`config.mk`:
```
export PLATFORM = sky130hd
export DESIGN_NAME = acst_ctrl
export DESIGN_NICKNAME = d
export VERILOG_FILES = /design/src/logic/acst_pkg.sv /design/src/logic/acst_ctrl.sv /design/src/logic/acst_sync.sv
export SDC_FILE = /design/constraint.sdc
export NUM_CORES = 1
export LEC_CHECK = 0
export ABC_AREA = 1
export BUFFER_PORTS_ARGS = -buffer_cell sky130_fd_sc_hd__buf_2
export CAP_MARGIN = 30
export CORE_MARGIN = 1
export CORE_UTILIZATION = 40
export CTS_CLUSTER_DIAMETER = 150
export DETAILED_ROUTE_END_ITERATION = 7
export SLEW_MARGIN = 30
export SYNTH_ARGS = -nofsm -noshare
export SYNTH_HDL_FRONTEND = slang
export SYNTH_HIERARCHICAL = 1
export SYNTH_SLANG_ARGS = --single-unit
```
`constraint.sdc`:
```
create_clock -name i_mclk -period 3.25 [get_ports i_mclk]
set_input_delay 0.1625 -clock i_mclk [delete_from_list [all_inputs] [get_ports i_mclk]]
set_output_delay 0.1625 -clock i_mclk [all_outputs]
set_load 0.02 [all_outputs]
```
`src/logic/acst_pkg.sv`:
```
package acst_pkg;
  // lane count and result width
  localparam int LANES = 4;
  localparam int RES_W = 16;
  localparam int CMD_W = 16;
  localparam int CNT_W = 8;
  localparam int BIT_W = 5;

  // clock rate and printed times
  localparam int CLK_MHZ = 50;
  localparam int T_CONVERT_NS = 190;
  localparam int T_CONVERT0_NS = 8;
  localparam int T_STEP_WIDE_NS = 320;
  localparam int T_STEP_NARROW_NS = 250;
  localparam int T_ALERT_SET_NS = 20;
  localparam int T_ALERT_CLR_NS = 10;

  // longest times round down, never under one cycle
  function automatic int max_cyc(input int ns);
    int c;
    c = (ns * CLK_MHZ) / 1000;
    return (c < 1) ? 1 : c;
  endfunction : max_cyc

  localparam logic [CNT_W-1:0] CYC_CONVERT = CNT_W'(max_cyc(T_CONVERT_NS));
  localparam logic [CNT_W-1:0] CYC_CONVERT0 = CNT_W'(max_cyc(T_CONVERT0_NS));
  localparam logic [CNT_W-1:0] CYC_STEP_WIDE = CNT_W'(max_cyc(T_STEP_WIDE_NS));
  localparam logic [CNT_W-1:0] CYC_STEP_NARROW = CNT_W'(max_cyc(T_STEP_NARROW_NS));
  localparam int CYC_ALERT_SET = max_cyc(T_ALERT_SET_NS);
  localparam int CYC_ALERT_CLR = max_cyc(T_ALERT_CLR_NS);

  localparam logic [BIT_W-1:0] BIT_LAST = BIT_W'(RES_W - 1);
  localparam logic [BIT_W-1:0] CMD_FULL = BIT_W'(CMD_W);
  localparam logic [RES_W-1:0] RES_ZERO = 16'h0000;
  localparam logic [CNT_W-1:0] CNT_ZERO = 8'h00;
  localparam logic [CNT_W-1:0] CNT_ONE = 8'h01;
  // pin levels at rest: chip select high, clock and input line low
  localparam logic [2:0] PIN_IDLE = 3'h4;

  // four simultaneous results
  typedef struct packed {
    logic [RES_W-1:0] d;
    logic [RES_W-1:0] c;
    logic [RES_W-1:0] b;
    logic [RES_W-1:0] a;
  } acst_sample_s;

  // serial lane pins: data and output enable
  typedef struct packed {
    logic [LANES-1:0] dat;
    logic [LANES-1:0] oe;
  } acst_lanes_s;

  typedef enum logic [1:0] {
    ST_IDLE,
    ST_CONVERT
  } acst_state_e;
endpackage : acst_pkg

```
`src/logic/acst_ctrl.sv`:
```
`timescale 1ns/10ps
module acst_ctrl
  import acst_pkg::*;
(
  input wire logic i_mclk, // 50 MHz system clock
  input wire logic i_reset, // sync reset, active high
  input wire logic i_cs_n, // chip select pin, active low
  input wire logic i_sclk, // serial clock pin
  input wire logic i_serial_in_line, // serial input pin
  input wire acst_sample_s i_sample, // analog core results
  input wire logic i_oversample_mode, // oversampling normal mode on
  input wire logic [1:0] i_os_ratio, // log2 of samples averaged
  input wire logic i_wide_variant, // 16-bit part, longer step
  input wire logic i_alert_on_lane_d, // lane d pin shows the flag
  input wire logic [RES_W-1:0] i_thresh_high, // upper limit
  input wire logic [RES_W-1:0] i_thresh_low, // lower limit
  output acst_lanes_s o_lanes, // lane pins and enables
  output logic o_alert_n, // out-of-range flag, active low
  output logic o_busy, // conversion in progress
  output logic [CMD_W-1:0] o_cmd_word, // word taken from input line
  output logic o_cmd_valid // one-cycle pulse per full word
);
  logic [2:0] pins_sync;
  acst_state_e state_q;
  acst_state_e state_d;
  logic cs_prev_q;
  logic sclk_prev_q;
  logic [CNT_W-1:0] timer_q;
  logic [CNT_W-1:0] timer_d;
  acst_sample_s held_q;
  acst_sample_s result_q;
  acst_sample_s shift_q;
  acst_lanes_s lanes_q;
  logic alert_n_q;
  logic busy_q;
  logic [CMD_W-1:0] cmd_q;
  logic [BIT_W-1:0] cmd_cnt_q;
  logic [CMD_W-1:0] cmd_word_q;
  logic cmd_valid_q;

  // pins pass two flops before any logic reads them
  acst_sync #(.W(3), .INIT(PIN_IDLE)) u_sync (
    .i_mclk(i_mclk),
    .i_reset(i_reset),
    .i_async({i_cs_n, i_sclk, i_serial_in_line}),
    .o_sync(pins_sync)
  );

  // edge decode on synchronised levels
  wire cs_n_s = pins_sync[2];
  wire sclk_s = pins_sync[1];
  wire sdi_s = pins_sync[0];
  wire cs_fall = cs_prev_q & ~cs_n_s;
  wire cs_rise = ~cs_prev_q & cs_n_s;
  wire sclk_rise = ~sclk_prev_q & sclk_s;
  wire sclk_fall = sclk_prev_q & ~sclk_s;
  wire conv_done = (state_q == ST_CONVERT) && (timer_q == CNT_ONE);

  // is any lane of a result outside the window
  function automatic logic out_of_range(input acst_sample_s s,
                                        input logic [RES_W-1:0] hi,
                                        input logic [RES_W-1:0] lo);
    logic r;
    r = 1'b0;
    for (int i = 0; i < LANES; i++) begin
      if (s[i*RES_W +: RES_W] > hi || s[i*RES_W +: RES_W] < lo) begin
        r = 1'b1;
      end
    end
    return r;
  endfunction : out_of_range

  // oversampled length: first plus (n-1) steps
  wire [CNT_W-1:0] step_cyc = i_wide_variant ? CYC_STEP_WIDE : CYC_STEP_NARROW;
  wire [3:0] os_count = 4'(1 << i_os_ratio);
  wire [CNT_W-1:0] os_steps = CNT_W'(os_count - 4'h1);
  wire [CNT_W-1:0] os_len = CNT_W'(CYC_CONVERT0 + os_steps * step_cyc);
  // first oversampled result after conv0 cycles
  wire [CNT_W-1:0] conv_len = i_oversample_mode ? os_len : CYC_CONVERT;

  // conversion sequencer; a new start mid-conversion restarts it,
  // the host owns the spacing between starts
  always_comb begin
    state_d = state_q;
    timer_d = timer_q;
    case (state_q)
      ST_IDLE: begin
        if (cs_fall) begin
          state_d = ST_CONVERT;
          timer_d = conv_len;
        end
      end
      ST_CONVERT: begin
        if (cs_fall) begin
          timer_d = conv_len;
        end else if (timer_q == CNT_ONE) begin
          state_d = ST_IDLE;
          timer_d = CNT_ZERO;
        end else begin
          timer_d = timer_q - CNT_ONE;
        end
      end
      default: begin
        state_d = ST_IDLE;
        timer_d = CNT_ZERO;
      end
    endcase
  end

  // state and edge history
  always_ff @(posedge i_mclk) begin
    if (i_reset) begin
      state_q <= ST_IDLE;
      timer_q <= CNT_ZERO;
      cs_prev_q <= 1'b1;
      sclk_prev_q <= 1'b0;
      busy_q <= 1'b0;
    end else begin
      state_q <= state_d;
      timer_q <= timer_d;
      cs_prev_q <= cs_n_s;
      sclk_prev_q <= sclk_s;
      busy_q <= (state_d == ST_CONVERT);
    end
  end

  // all four inputs held together at the start
  always_ff @(posedge i_mclk) begin
    if (i_reset) begin
      held_q <= '0;
      result_q <= '0;
    end else begin
      if (cs_fall) begin
        held_q <= i_sample;
      end
      if (conv_done) begin
        result_q <= held_q;
      end
    end
  end

  // readout holds the last finished result; shifts after sclk rise
  always_ff @(posedge i_mclk) begin
    if (i_reset) begin
      shift_q <= '0;
    end else if (cs_fall) begin
      shift_q <= result_q;
    end else if (!cs_n_s && sclk_rise) begin
      shift_q <= {shift_q.d[RES_W-2:0], 1'b0, shift_q.c[RES_W-2:0], 1'b0,
                  shift_q.b[RES_W-2:0], 1'b0, shift_q.a[RES_W-2:0], 1'b0};
    end
  end

  // flag raised one cycle after an out-of-range result
  // flag dropped on the cycle after chip select falls
  // a set in the same cycle as a clear wins
  wire alert_set = conv_done && out_of_range(held_q, i_thresh_high, i_thresh_low);
  wire alert_n_d = alert_set ? 1'b0 : (cs_fall ? 1'b1 : alert_n_q);

  // flag kept active low in its own flop, no inverter on the pin
  always_ff @(posedge i_mclk) begin
    if (i_reset) begin
      alert_n_q <= 1'b1;
    end else begin
      alert_n_q <= alert_n_d;
    end
  end

  // lanes driven only while chip select is low, save lane d in alert configuration
  // enables drop on the cycle after chip select rises
  // lane d pin shows the flag in alert configuration
  wire read_on = ~cs_n_s;
  wire lane_d_alert = i_alert_on_lane_d;
  wire [LANES-1:0] msb_bits = {shift_q.d[RES_W-1], shift_q.c[RES_W-1],
                               shift_q.b[RES_W-1], shift_q.a[RES_W-1]};
  wire [LANES-1:0] lane_dat_d = lane_d_alert ?
                                {alert_n_d, msb_bits[2:0] & {3{read_on}}} :
                                msb_bits & {LANES{read_on}};
  wire [LANES-1:0] lane_oe_d = lane_d_alert ? {1'b1, {3{read_on}}} : {LANES{read_on}};

  // registered pins so nothing glitches on the lanes
  always_ff @(posedge i_mclk) begin
    if (i_reset) begin
      lanes_q <= '0;
    end else begin
      lanes_q.dat <= lane_dat_d;
      lanes_q.oe <= lane_oe_d;
    end
  end

  // input line sampled on serial clock falling edges
  always_ff @(posedge i_mclk) begin
    if (i_reset) begin
      cmd_q <= '0;
      cmd_cnt_q <= '0;
    end else if (cs_fall) begin
      cmd_cnt_q <= '0;
    end else if (!cs_n_s && sclk_fall && cmd_cnt_q != CMD_FULL) begin
      cmd_q <= {cmd_q[CMD_W-2:0], sdi_s};
      cmd_cnt_q <= cmd_cnt_q + BIT_W'(1);
    end
  end

  // a word is handed on only when the frame held all its bits;
  // short frames are dropped, extra bits are ignored
  always_ff @(posedge i_mclk) begin
    if (i_reset) begin
      cmd_word_q <= '0;
      cmd_valid_q <= 1'b0;
    end else begin
      cmd_valid_q <= cs_rise && (cmd_cnt_q == CMD_FULL);
      if (cs_rise && (cmd_cnt_q == CMD_FULL)) begin
        cmd_word_q <= cmd_q;
      end
    end
  end

  assign o_lanes = lanes_q;
  assign o_alert_n = alert_n_q;
  assign o_busy = busy_q;
  assign o_cmd_word = cmd_word_q;
  assign o_cmd_valid = cmd_valid_q;
endmodule : acst_ctrl

```
`src/logic/acst_sync.sv`:
```
`timescale 1ns/10ps
// two-flop synchroniser for pins from outside the clock domain
module acst_sync #(
  parameter int W = 1,
  parameter logic [W-1:0] INIT = '1
) (
  input wire logic i_mclk, // system clock
  input wire logic i_reset, // sync reset, active high
  input wire logic [W-1:0] i_async, // raw pin levels
  output logic [W-1:0] o_sync // synchronised levels
);
  logic [W-1:0] meta_q;
  logic [W-1:0] sync_q;

  // first stage feeds only the second; reset to the rest level
  // so edge detectors see no false edge once reset lifts
  always_ff @(posedge i_mclk) begin
    if (i_reset) begin
      meta_q <= INIT;
      sync_q <= INIT;
    end else begin
      meta_q <= i_async;
      sync_q <= meta_q;
    end
  end

  assign o_sync = sync_q;
endmodule : acst_sync

```
After elaboration in Yosys (flattened, before gate mapping)

Cells that the tools add are included.

Output and inout bits: 27
Flip-flop bits (word level): 258
Bits of input ports: 106
Word-level logic and storage cells: 92

Multiply operators: 1
$lt $le $gt $ge: 8
Muxes and demuxes: 20
Add/sub/neg operators: 4
Bitwise operators: 11
Shift-type cells: 1
Equality and inequality tests: 6
Reductions and logical operators: 15

Operators with widths:

| operator                                          | number |
|---|---|
| two-way mux 64 bit                                | 2 |
| greater-than comparator 16 bit                    | 4 |
| less-than comparator 16 bit                       | 4 |
| two-way mux 8 bit                                 | 4 |
| case mux 8 bit (2 select lines)                   | 1 |
| adder 1 x 8 -> 8 bit (first input constant)       | 1 |
| == test 8 x 1 -> 1 bit (second input constant)    | 1 |
| multiplier 5 x 6 -> 8 bit                         | 1 |
| two-way mux 4 bit                                 | 2 |
| subtractor 8 x 1 -> 8 bit (second input constant) | 1 |
| logical AND 1 bit                                 | 6 |
| two-way mux 1 bit                                 | 6 |
| two-way mux 2 bit                                 | 3 |
| adder 5 x 1 -> 5 bit (second input constant)      | 1 |
| == test 5 bit (second input constant)             | 1 |
| two-way mux 5 bit                                 | 1 |
| inequality test 5 bit (second input constant)     | 1 |
| NOT 1 bit                                         | 5 |
| subtractor 4 x 1 -> 5 bit (second input constant) | 1 |
| AND 1 bit                                         | 4 |
| AND 4 bit                                         | 1 |
| == test 2 x 1 -> 1 bit (second input constant)    | 2 |
| logical OR 1 bit                                  | 4 |
| case mux 2 bit (2 select lines)                   | 1 |
| 8 further kinds                                   | 8 |

Depth between registers and ports, before layout

Gate-level depths: netlist of the first run.

Word-level depth: 9
Mapped depth: 18
Gate-level depth less buffers: 18

Cells and area by module

The synthesis of the first run kept the hierarchy.

By module, submodules not included:

| module    | area an instance (um2) | cells each | instances | sequential area each (um2) |
|---|---|---|---|---|
| acst_ctrl | 12702.2                | 1688       | 1         | 5004.8 |
| acst_sync | 168.9                  | 19         | 1         | 120.1 |

Least setup slack after synthesis of the first run

Ideal clock, no wire load.

Kind: input -> register
Start: input port i_wide_variant
End: register timer_q[7]
Data required time: 3.155 ns
Path slack: 0.863 ns
Path buffers: 0
Setup time: 0.095 ns
Stages on the path: 13
Data arrival time: 2.292 ns
Cell sequence: inv_1 -> nand2_1 -> nor2_1 -> ha_1 -> inv_1 -> fa_1 -> inv_1 -> ha_1 -> fa_1 -> xnor2_1 -> xnor2_1 -> nand2_1 -> a221oi_1

Cells in the longest elaborated chain, start to end: 6
Elaborated cells on any way between the ends: 7
Classes of those cells: add/sub: 1; mul: 1; mux: 5

Ends and longest elaborated chain:

| element                              | RTL line                         | source |
|---|---|---|
| from (decl)                          | acst_ctrl.sv:13                  | `input wire logic i_wide_variant,` |
| two-way mux 5 bit (*)                | acst_ctrl.sv:74                  | `wire [CNT_W-1:0] step_cyc = i_wide_variant ? CYC_STEP_WIDE : CYC_STEP_NARROW;` |
| multiplier 5 x 6 -> 8 bit (*)        | acst_ctrl.sv:77                  | `wire [CNT_W-1:0] os_len = CNT_W'(CYC_CONVERT0 + os_steps * step_cyc);` |
| adder 1 x 8 -> 8 bit (*)             | acst_ctrl.sv:77                  |  |
| two-way mux 8 bit (*)                | acst_ctrl.sv:79                  | `wire [CNT_W-1:0] conv_len = i_oversample_mode ? os_len : CYC_CONVERT;` |
| two-way mux 8 bit (on tied branches) | acst_ctrl.sv:94, acst_ctrl.sv:88 |  |
| case mux 8 bit (2 select lines) (*)  | acst_ctrl.sv:86                  | `case (state_q)` |
| to (signal assigned)                 | acst_ctrl.sv:120                 | `timer_q <= timer_d;` |
| to (decl)                            | acst_ctrl.sv:28                  | `logic [CNT_W-1:0] timer_q;` |

Every way passes the cells marked *; elsewhere a longest branch is shown, timed or not. The select of a mux whose other input is x is not followed.
A chain may end at the register's enable or synchronous reset.

Worst setup path after layout of the first run

Start: register cs_prev_q
End: register shift_q[20] in the netlist's numbering

Cells in the longest elaborated chain, start to end: 2
Elaborated cells on any way between the ends: 3
Classes of those cells: mux: 1; bitwise: 1; reduce/logical: 1

Ends and longest elaborated chain:

| element                                                         | RTL line         | source |
|---|---|---|
| from (decl)                                                     | acst_ctrl.sv:26  | `logic cs_prev_q;` |
| from (signal assigned)                                          | acst_ctrl.sv:121 | `cs_prev_q <= cs_n_s;` |
| AND 1 bit (*)                                                   | acst_ctrl.sv:53  | `wire cs_fall = cs_prev_q & ~cs_n_s;` |
| two-way mux 64 bit / nonzero test 2 bit (equally long branches) | --               |  |
| to (signal assigned)                                            | acst_ctrl.sv:147 | `shift_q <= result_q;` |
| to (signal assigned)                                            | acst_ctrl.sv:149 | `shift_q <= {shift_q.d[RES_W-2:0], 1'b0, shift_q.c[RES_W-2:0], 1'b0,` |
| to (decl)                                                       | acst_ctrl.sv:32  | `acst_sample_s shift_q;` |

Every way passes the cells marked *; elsewhere a longest branch is shown, timed or not.

==> results of run 1 <==
-- power breakdown --
group / switching (W) / internal (W) / leakage [nW] / total [W]
Sequential: 0.000104 / 0.00324 / 2.08 / 0.00334
Clock: 0.00134 / 0.00203 / 0.483 / 0.00338
Combinational: 0.000479 / 0.000334 / 4.33 / 0.000813
-- flip-flops by register name (all words and copies together) (netlist names) --
name,flops
u_sync/meta_q,3
held_q,64
shift_q,60
cmd_q,16
timer_q,8
o_lanes,6
msb_bits,4
u_sync/o_sync,3
o_alert_n,1
cs_prev_q,1
state_q,2
o_cmd_valid,1
result_q,64
o_busy,1
sclk_prev_q,1
cmd_cnt_q,5
o_cmd_word,16
-- critical path: cells and delay by family, from the launching register on --
family | cells | cell delay, ns
compound gates | 1 | 0.24
buf+inv | 3 | 0.81
flops | 1 | 0.32
simple gates | 3 | 0.87
-- worst paths after layout --
| path | from | end | slack, ns |
|---|---|---|---|
| hold reg to reg | u_sync/meta_q[0] | u_sync/o_sync[0] | 0.41 |
| hold / removal | i_reset | o_lanes[5] | 0.07 |
| setup / recovery | cs_prev_q | shift_q[20] | 0.90 |
| setup reg to reg | cs_prev_q | shift_q[20] | 0.90 |
-- routing by layer --
metal | vias to the layer above | routed length [µm]
li1 | 5988 | -
met4 | 2 | 859
met2 | 298 | 15800
met5 | - | 13
met1 | 5286 | 16700
met3 | 56 | 1840
-- cells in the final DEF, fill, tap and decap left out, types with 4 or more instances in the layout --
master         count
a21oi_1          161
dlygate4sd3_1     68
nand3_1           46
o21a_1             6
o21ai_0          139
buf_4             11
nor2_1           249
o21ai_1           19
clkbuf_8           7
inv_2              5
fa_1               4
a31oi_1            6
nor3_1            10
inv_1            161
nand2_1          320
a311oi_1          56
clkbuf_16         29
ha_1             134
nand4_1            6
clkinv_2           5
conb_1             6
buf_2            131
dfxtp_1          256
-- Yosys cell counts, types with 2 or more instances --
library cell	n
ha_1	134
nand3_1	46
a211oi_1	2
a21boi_0	2
xnor2_1	3
o21ai_0	139
inv_1	162
buf_2	25
buf_4	2
buf_1	5
o21bai_1	2
nor3_1	10
nand4_1	6
o21ai_1	19
fa_1	4
nor2_4	3
o21a_1	6
nor4_1	2
xor2_1	2
or2_2	2
a21oi_1	161
nand2_1	321
inv_2	6
clkbuf_1	50
nor2_2	2
a21o_1	2
conb_1	2
buf_6	9
a31oi_1	6
a311oi_1	56
dfxtp_1	256
nor2_1	249
-- final cells by class --
type	instances	area (µm²)	area share [%]
Multi-Input combinational cell	1196	6690	43.4
Inverter	168	634	4.11
Clock inverter	13	159	1.03
Clock buffer	39	833	5.40
Timing Repair Buffer	213	1480	9.59
Sequential cell	256	5120	33.2
Tap cell	402	503	3.26
-- cell families after synthesis --
family          after synthesis
xor+xnor                      5
compound gates              402
other cells                   2
buf+inv                     259
fa+ha+maj                   138
simple gates                645
flops                       256
-- stage by stage --
step	power [W]	utilization [%]	hold slack, ns	setup slack [ns]
floorplan	0.00388	-	0.234	0.863
global placement	0.00413	43.5	0.349	0.624
detailed placement	0.00416	43.5	0.353	0.519
CTS	0.00761	48.8	0.0637	0.935
global route	0.00787	48.8	0.0842	0.698
finish	0.00753	48.8	0.0736	0.895
==> out/qor.yml, run 1 <==
synthesis:
  ys_async_sr_fraction_pct: 0
  synth_xor_area_share_pct: 0.340
  synth_compound_area_share_pct: 17.8
  ys_seq_elements: 256
  synth_top_area_share_pct: 39.8
  synth_ff_type: "dfxtp_1"
  netlist_instances: 1707
  yosys.area.top_type: "dfxtp_1"
  ys_seq_area_share_pct: 39.8
  synth_top_family_by_area: "simple AND/OR/NAND/NOR gates"
  ys_types: 43
  synth_edf_count: 0
  netlist_area_um2: 12900
  ys_warn_count: 6
  syn_avg_cell_area_um2: 7.54
  yosys-top-cells-area: "dfxtp_1, ha_1, nand2_1, nor2_1, a21oi_1"
  synthSimpleGateAreaFrac_pct: 19.9
  synth.area.mux_share_pct: 0
  synthAdderAreaFrac_pct: 13.6
sta:
  setup_violations: 0
  fin_crit_ns: 2.35
  worst_pin_slew_ns: 0.727
  finalHoldViolations: 0
  setup_tns_ns: 0
  period_share_pct: 72.5
  finalClockSkew_ns: 0.00944
  finalMaxSlewViolations: 0
  timing.fmax_ghz: 0.425
  rsz0062_at_grt: "false"
  slew_headroom_pct: 51.6
route:
  drc: 0
  route.antenna.remaining_nets: 0
  drt_iter0_drc: 700
  routedWlPerCell_um: 15.4
  drt_pass1_iterations: 8
  drt-vias-per-instance: 5.09
  num_vias: 11600
  totalWireLength_mm: 35.3
floorplanning:
  die_h_um: 181
  row_count: 65
  ioPinCount: 133
  initial_core_util_pct: 40.7
  core_um2: 31600
  dieArea_um2: 32900
  die_width_um: 181
placement:
  io_buffers: 132
  place_congestion: 0.869
  hpwl_mm: 24.1
  dp.cells: 2167
  placed_cell_area_um2: 13800
setup_path:
  critPathMaxFanout: 47
  worstSetupStartpointType: "flip-flop"
  cp.required_ns: 3.70
  path_cells: "inv_2 > nor2_4 > inv_4 > nand2_4 > buf_4 > nor2_1 > a311oi_1"
  worstSetupPathType: "flip-flop to flip-flop"
  worstPathArrival_ns: 2.81
  cpPeakStageDelay_ns: 0.47
  reg2reg_depth: 7
  critPathSlowestCell: "nand2_4"
  end_kind: "flip-flop"
clock_tree:
  clk_pin_slew_ns: 0.06
  cts.sink_count: 256
  ctsResizeCount: 0
  clk-insertion-delay-late_ns: 0.55
  clockBufferDepth: 3
  h-tree-depth: 1
  ctsRootBufferMaster: "clkbuf_16"
  post_cts_buffers: 0
  ctsHoldBuffers: 68
  numCtsBuffers: 29
  cts_tree: "yes"
final_layout:
  antennaDiodeCount: 0
  final_area_um2: 15400
  final_layout_size_suffix_gt1_share_pct: 11.4
  final_net_count: 2108
  syn_to_final_growth_pct: 19.8
  layoutNonFillerInstCount: 2287
  fillers: 3130
grt:
  grt_use_met2_pct: 35.0
  grt_max_degree: 111
  grt_pass1_wl_mm: 56.7
  grt.met1_usage_pct: 29.5
  met3_usage_pct: 3.15
  grt_pass1_vias: 10700
  gr-total-overflow: 0
  grt_usage_pct: 21.4
  antenna_found_initial: 1
  top_usage_layer: "met2"
flow_run:
  maxCapViolCount: 0
pwr:
  p_leak_nw: 6.89
  p_per_area_nw_per_um2: 488
  peakVddDrop_v: 0.000422
status:
  status: "finished clean"
min_path:
  holdPathStages: 2
  min_path_type: "input port to flip-flop"
Power figures use the tool's default switching activity.
==> inputs of run 2 (changes only) <==
==> constraint.sdc (replaced) <==
create_clock -name i_mclk -period 2.1 [get_ports i_mclk]
set_input_delay 0.105 -clock i_mclk [delete_from_list [all_inputs] [get_ports i_mclk]]
set_output_delay 0.105 -clock i_mclk [all_outputs]
set_load 0.02 [all_outputs]
==> run 2 against run 1 <==
Flip-flop and latch count stayed put; wire length increased by 2.2%; die area is the same; sequential power grew 54%; largest power group is now registers.
==> out/qor.yml, run 2 (synthesis gave the netlist of run 1 again) <==
route:
  drt_iter0_drc: 798  # was 700
  routedWlPerCell_um: 15.5  # was 15.4 µm
  route.antenna.remaining_nets: 0  # unchanged
  num_vias: 11800  # was 11600
  drc: 0  # unchanged
  totalWireLength_mm: 36.0  # was 35.3 mm
  drt_pass1_iterations: 5  # was 8
  drt-vias-per-instance: 5.07  # was 5.09
floorplanning:
  core_um2: 31600  # unchanged
  die_h_um: 181  # unchanged
  initial_core_util_pct: 40.7  # unchanged
  row_count: 65  # unchanged
  ioPinCount: 133  # unchanged
  dieArea_um2: 32900  # unchanged
  die_width_um: 181  # unchanged
setup_path:
  r2r-start: "held_q[25]"  # was cs_prev_q
  reg2reg_depth: 11  # was 7
  cp.required_ns: 2.59  # was 3.70 ns
  worstPathArrival_ns: 2.49  # was 2.81 ns
  worstSetupStartpointType: "flip-flop"  # unchanged
  crit_path_end: "o_lanes[7]"  # was shift_q[20]
  cpPeakStageDelay_ns: 0.38  # was 0.47 ns
  critPathSlowestCell: "dfxtp_1"  # was nand2_4
  worstSetupPathType: "flip-flop to flip-flop"  # unchanged
  path_cells: "ha_4 > nand2_1 > nor4_4 > nand3_1 > nand2_1 > nand2_1 > nor2_2 > nand3_2 > nand2_2 > nand2_1 > a21oi_1"  # was inv_2 > nor2_4 > inv_4 > nand2_4 > buf_4 > nor2_1 > a311oi_1
  cpMostUsedCell: "nand2_1"
  crit_start: "held_q[25]"  # was cs_prev_q
  critPathMaxFanout: 4  # was 47
  rrSetupSlack_ns: 0.1  # was 0.90 ns
  end_kind: "flip-flop"  # unchanged
  rr_endpoint: "o_lanes[7]"  # was shift_q[20]
clock_tree:
  clk_pin_slew_ns: 0.06  # about the same
  numCtsBuffers: 29  # unchanged
  clockBufferDepth: 3  # unchanged
  cts_tree: "yes"  # unchanged
  clk-insertion-delay-late_ns: 0.57  # was 0.55 ns
  cts.sink_count: 256  # unchanged
  h-tree-depth: 1  # unchanged
  post_cts_buffers: 0  # unchanged
  ctsRootBufferMaster: "clkbuf_16"  # unchanged
grt:
  gr-total-overflow: 0  # unchanged
  grt_pass1_wl_mm: 58.8  # was 56.7 mm
  grt_max_degree: 126  # was 111
  grt_pass1_vias: 11200  # was 10700
  grt_usage_pct: 22.0  # was 21.4%
  antenna_found_initial: 0  # was 1
final_layout:
  final_cell_mix: "nand2_1, dfxtp_1, nor2_1"  # unchanged
  syn_to_final_growth_pct: 23.6  # was 19.8%
  antennaDiodeCount: 0  # unchanged
  final_net_count: 2148  # was 2108
  layout.cells.most_common: "nand2_1"  # unchanged
  regArea_um2: 5130  # was 5120 µm²
  multi_input_area_um2: 6800  # was 6690 µm²
  final_layout_size_suffix_gt1_share_pct: 14.4  # was 11.4%
  layoutNonFillerInstCount: 2327  # was 2287
  fillers: 3109  # was 3130
  biggestRegsByFlops: "held_q (64), result_q (64), shift_q (60)"  # unchanged
sta:
  finalClockSkew_ns: 0.0216  # was 0.00944 ns
  rsz0062_at_grt: "false"  # unchanged
  worst_pin_slew_ns: 0.590  # was 0.727 ns
  finalMaxSlewViolations: 0  # unchanged
  timing.fmax_ghz: 0.500  # was 0.425 GHz
  setup_tns_ns: 0  # unchanged
  slew_headroom_pct: 60.6  # was 51.6%
  setup_violations: 0  # unchanged
  final.setup.worst_slack_ns: 0.0989  # was 0.895 ns
  fin_crit_ns: 2.00  # was 2.35 ns
  finalHoldViolations: 0  # unchanged
  hold_ws_ns: 0.0463  # was 0.0736 ns
  period_share_pct: 95.3  # was 72.5%
pwr:
  p_per_area_nw_per_um2: 733  # was 488 nW/µm²
  p_leak_nw: 7.13  # was 6.89 nW
  peakVddDrop_v: 0.000684  # was 0.000422 V
min_path:
  min_path_type: "input port to flip-flop"  # unchanged
  holdPathStages: 4  # was 2
placement:
  io_buffers: 132  # unchanged
  place_ws_ns: -0.305  # was 0.519 ns
  place_congestion: 0.928  # was 0.869
  hpwl_mm: 25.0  # was 24.1 mm
  dp.cells: 2206  # was 2167
status:
  status: "finished clean"  # unchanged
flow_run:
  maxCapViolCount: 0  # unchanged
-- run 2: cell count changes in the layout (fill, tap and decap cells not counted), sizes merged --
cell,change
clkbuf,+1
dlygate4sd3,+1
bufinv,-1
buf,+39
-- run 2: repair_timing --
action                                  4_1_cts  5_1_grt
endpoints found under the setup margin        2        2
resized for setup                             3       10
hold buffers                                 69        0
hold endpoints to repair                     72        0
pin swaps                                     0        2
-- run 2: area by class of cell --
type                       instances  area share [%]
clock inverter                    12           0.881
multi-input combinational       1196            42.7
tap                              402            3.16
sequential                       256            32.3
clock buffer                      40            5.26
timing repair buffer             253            11.7
inverter                         168            4.03
-- run 2: stage by stage --
stage	area (µm²)	utilization, %	power (W)
after detailed placement	14200	44.9	0.00652
after global placement	14200	44.9	0.00648
after floorplan	13000	-	0.00603
after CTS	15900	50.2	0.0118
after global routing	15900	50.3	0.0122
final	15900	50.3	0.0117
-- run 2: worst max-delay path, delay by kind of cell (launching register included) --
family                   cells  cell delay [ns]
AND/OR/NAND/NOR              9             1.13
flip-flops                   1             0.38
adder cells (fa/ha/maj)      1             0.29
AO/OA/AOI/OAI                1             0.11
-- run 2: how the worst min path moves through the flow --
stage	from	to	slack, ns
6_report	i_reset	o_alert_n	0.05
5_1_grt	i_os_ratio[1]	timer_q[3]	0.07
4_1_cts	i_os_ratio[1]	timer_q[3]	0.04
3_5_place_dp	i_cs_n	u_sync/meta_q[2]	0.29
3_3_place_gp	i_cs_n	u_sync/meta_q[2]	0.29
2_1_floorplan	i_reset	u_sync/meta_q[0]	0.18
-- run 2: per-layer routing --
layer / vias to the layer above / track usage (%) / part of all wire (%)
li1: 6067 / - / -
met1: 5403 / 30.5 / 48
met2: 263 / 36.2 / 45
met3: 56 / 2.71 / 4.5
met4: 0 / 5.76 / 2.4
met5: - / 0 / 0
-- run 2: report_power, final --
group | switching (W) | total [W] | internal [W] | leakage, nW
combinational | 0.000785 | 0.00137 | 0.000585 | 4.57
sequential | 0.000147 | 0.00516 | 0.00501 | 2.08
clock | 0.00209 | 0.00513 | 0.00304 | 0.476
total | 0.00302 | 0.0117 | 0.00864 | 7.13
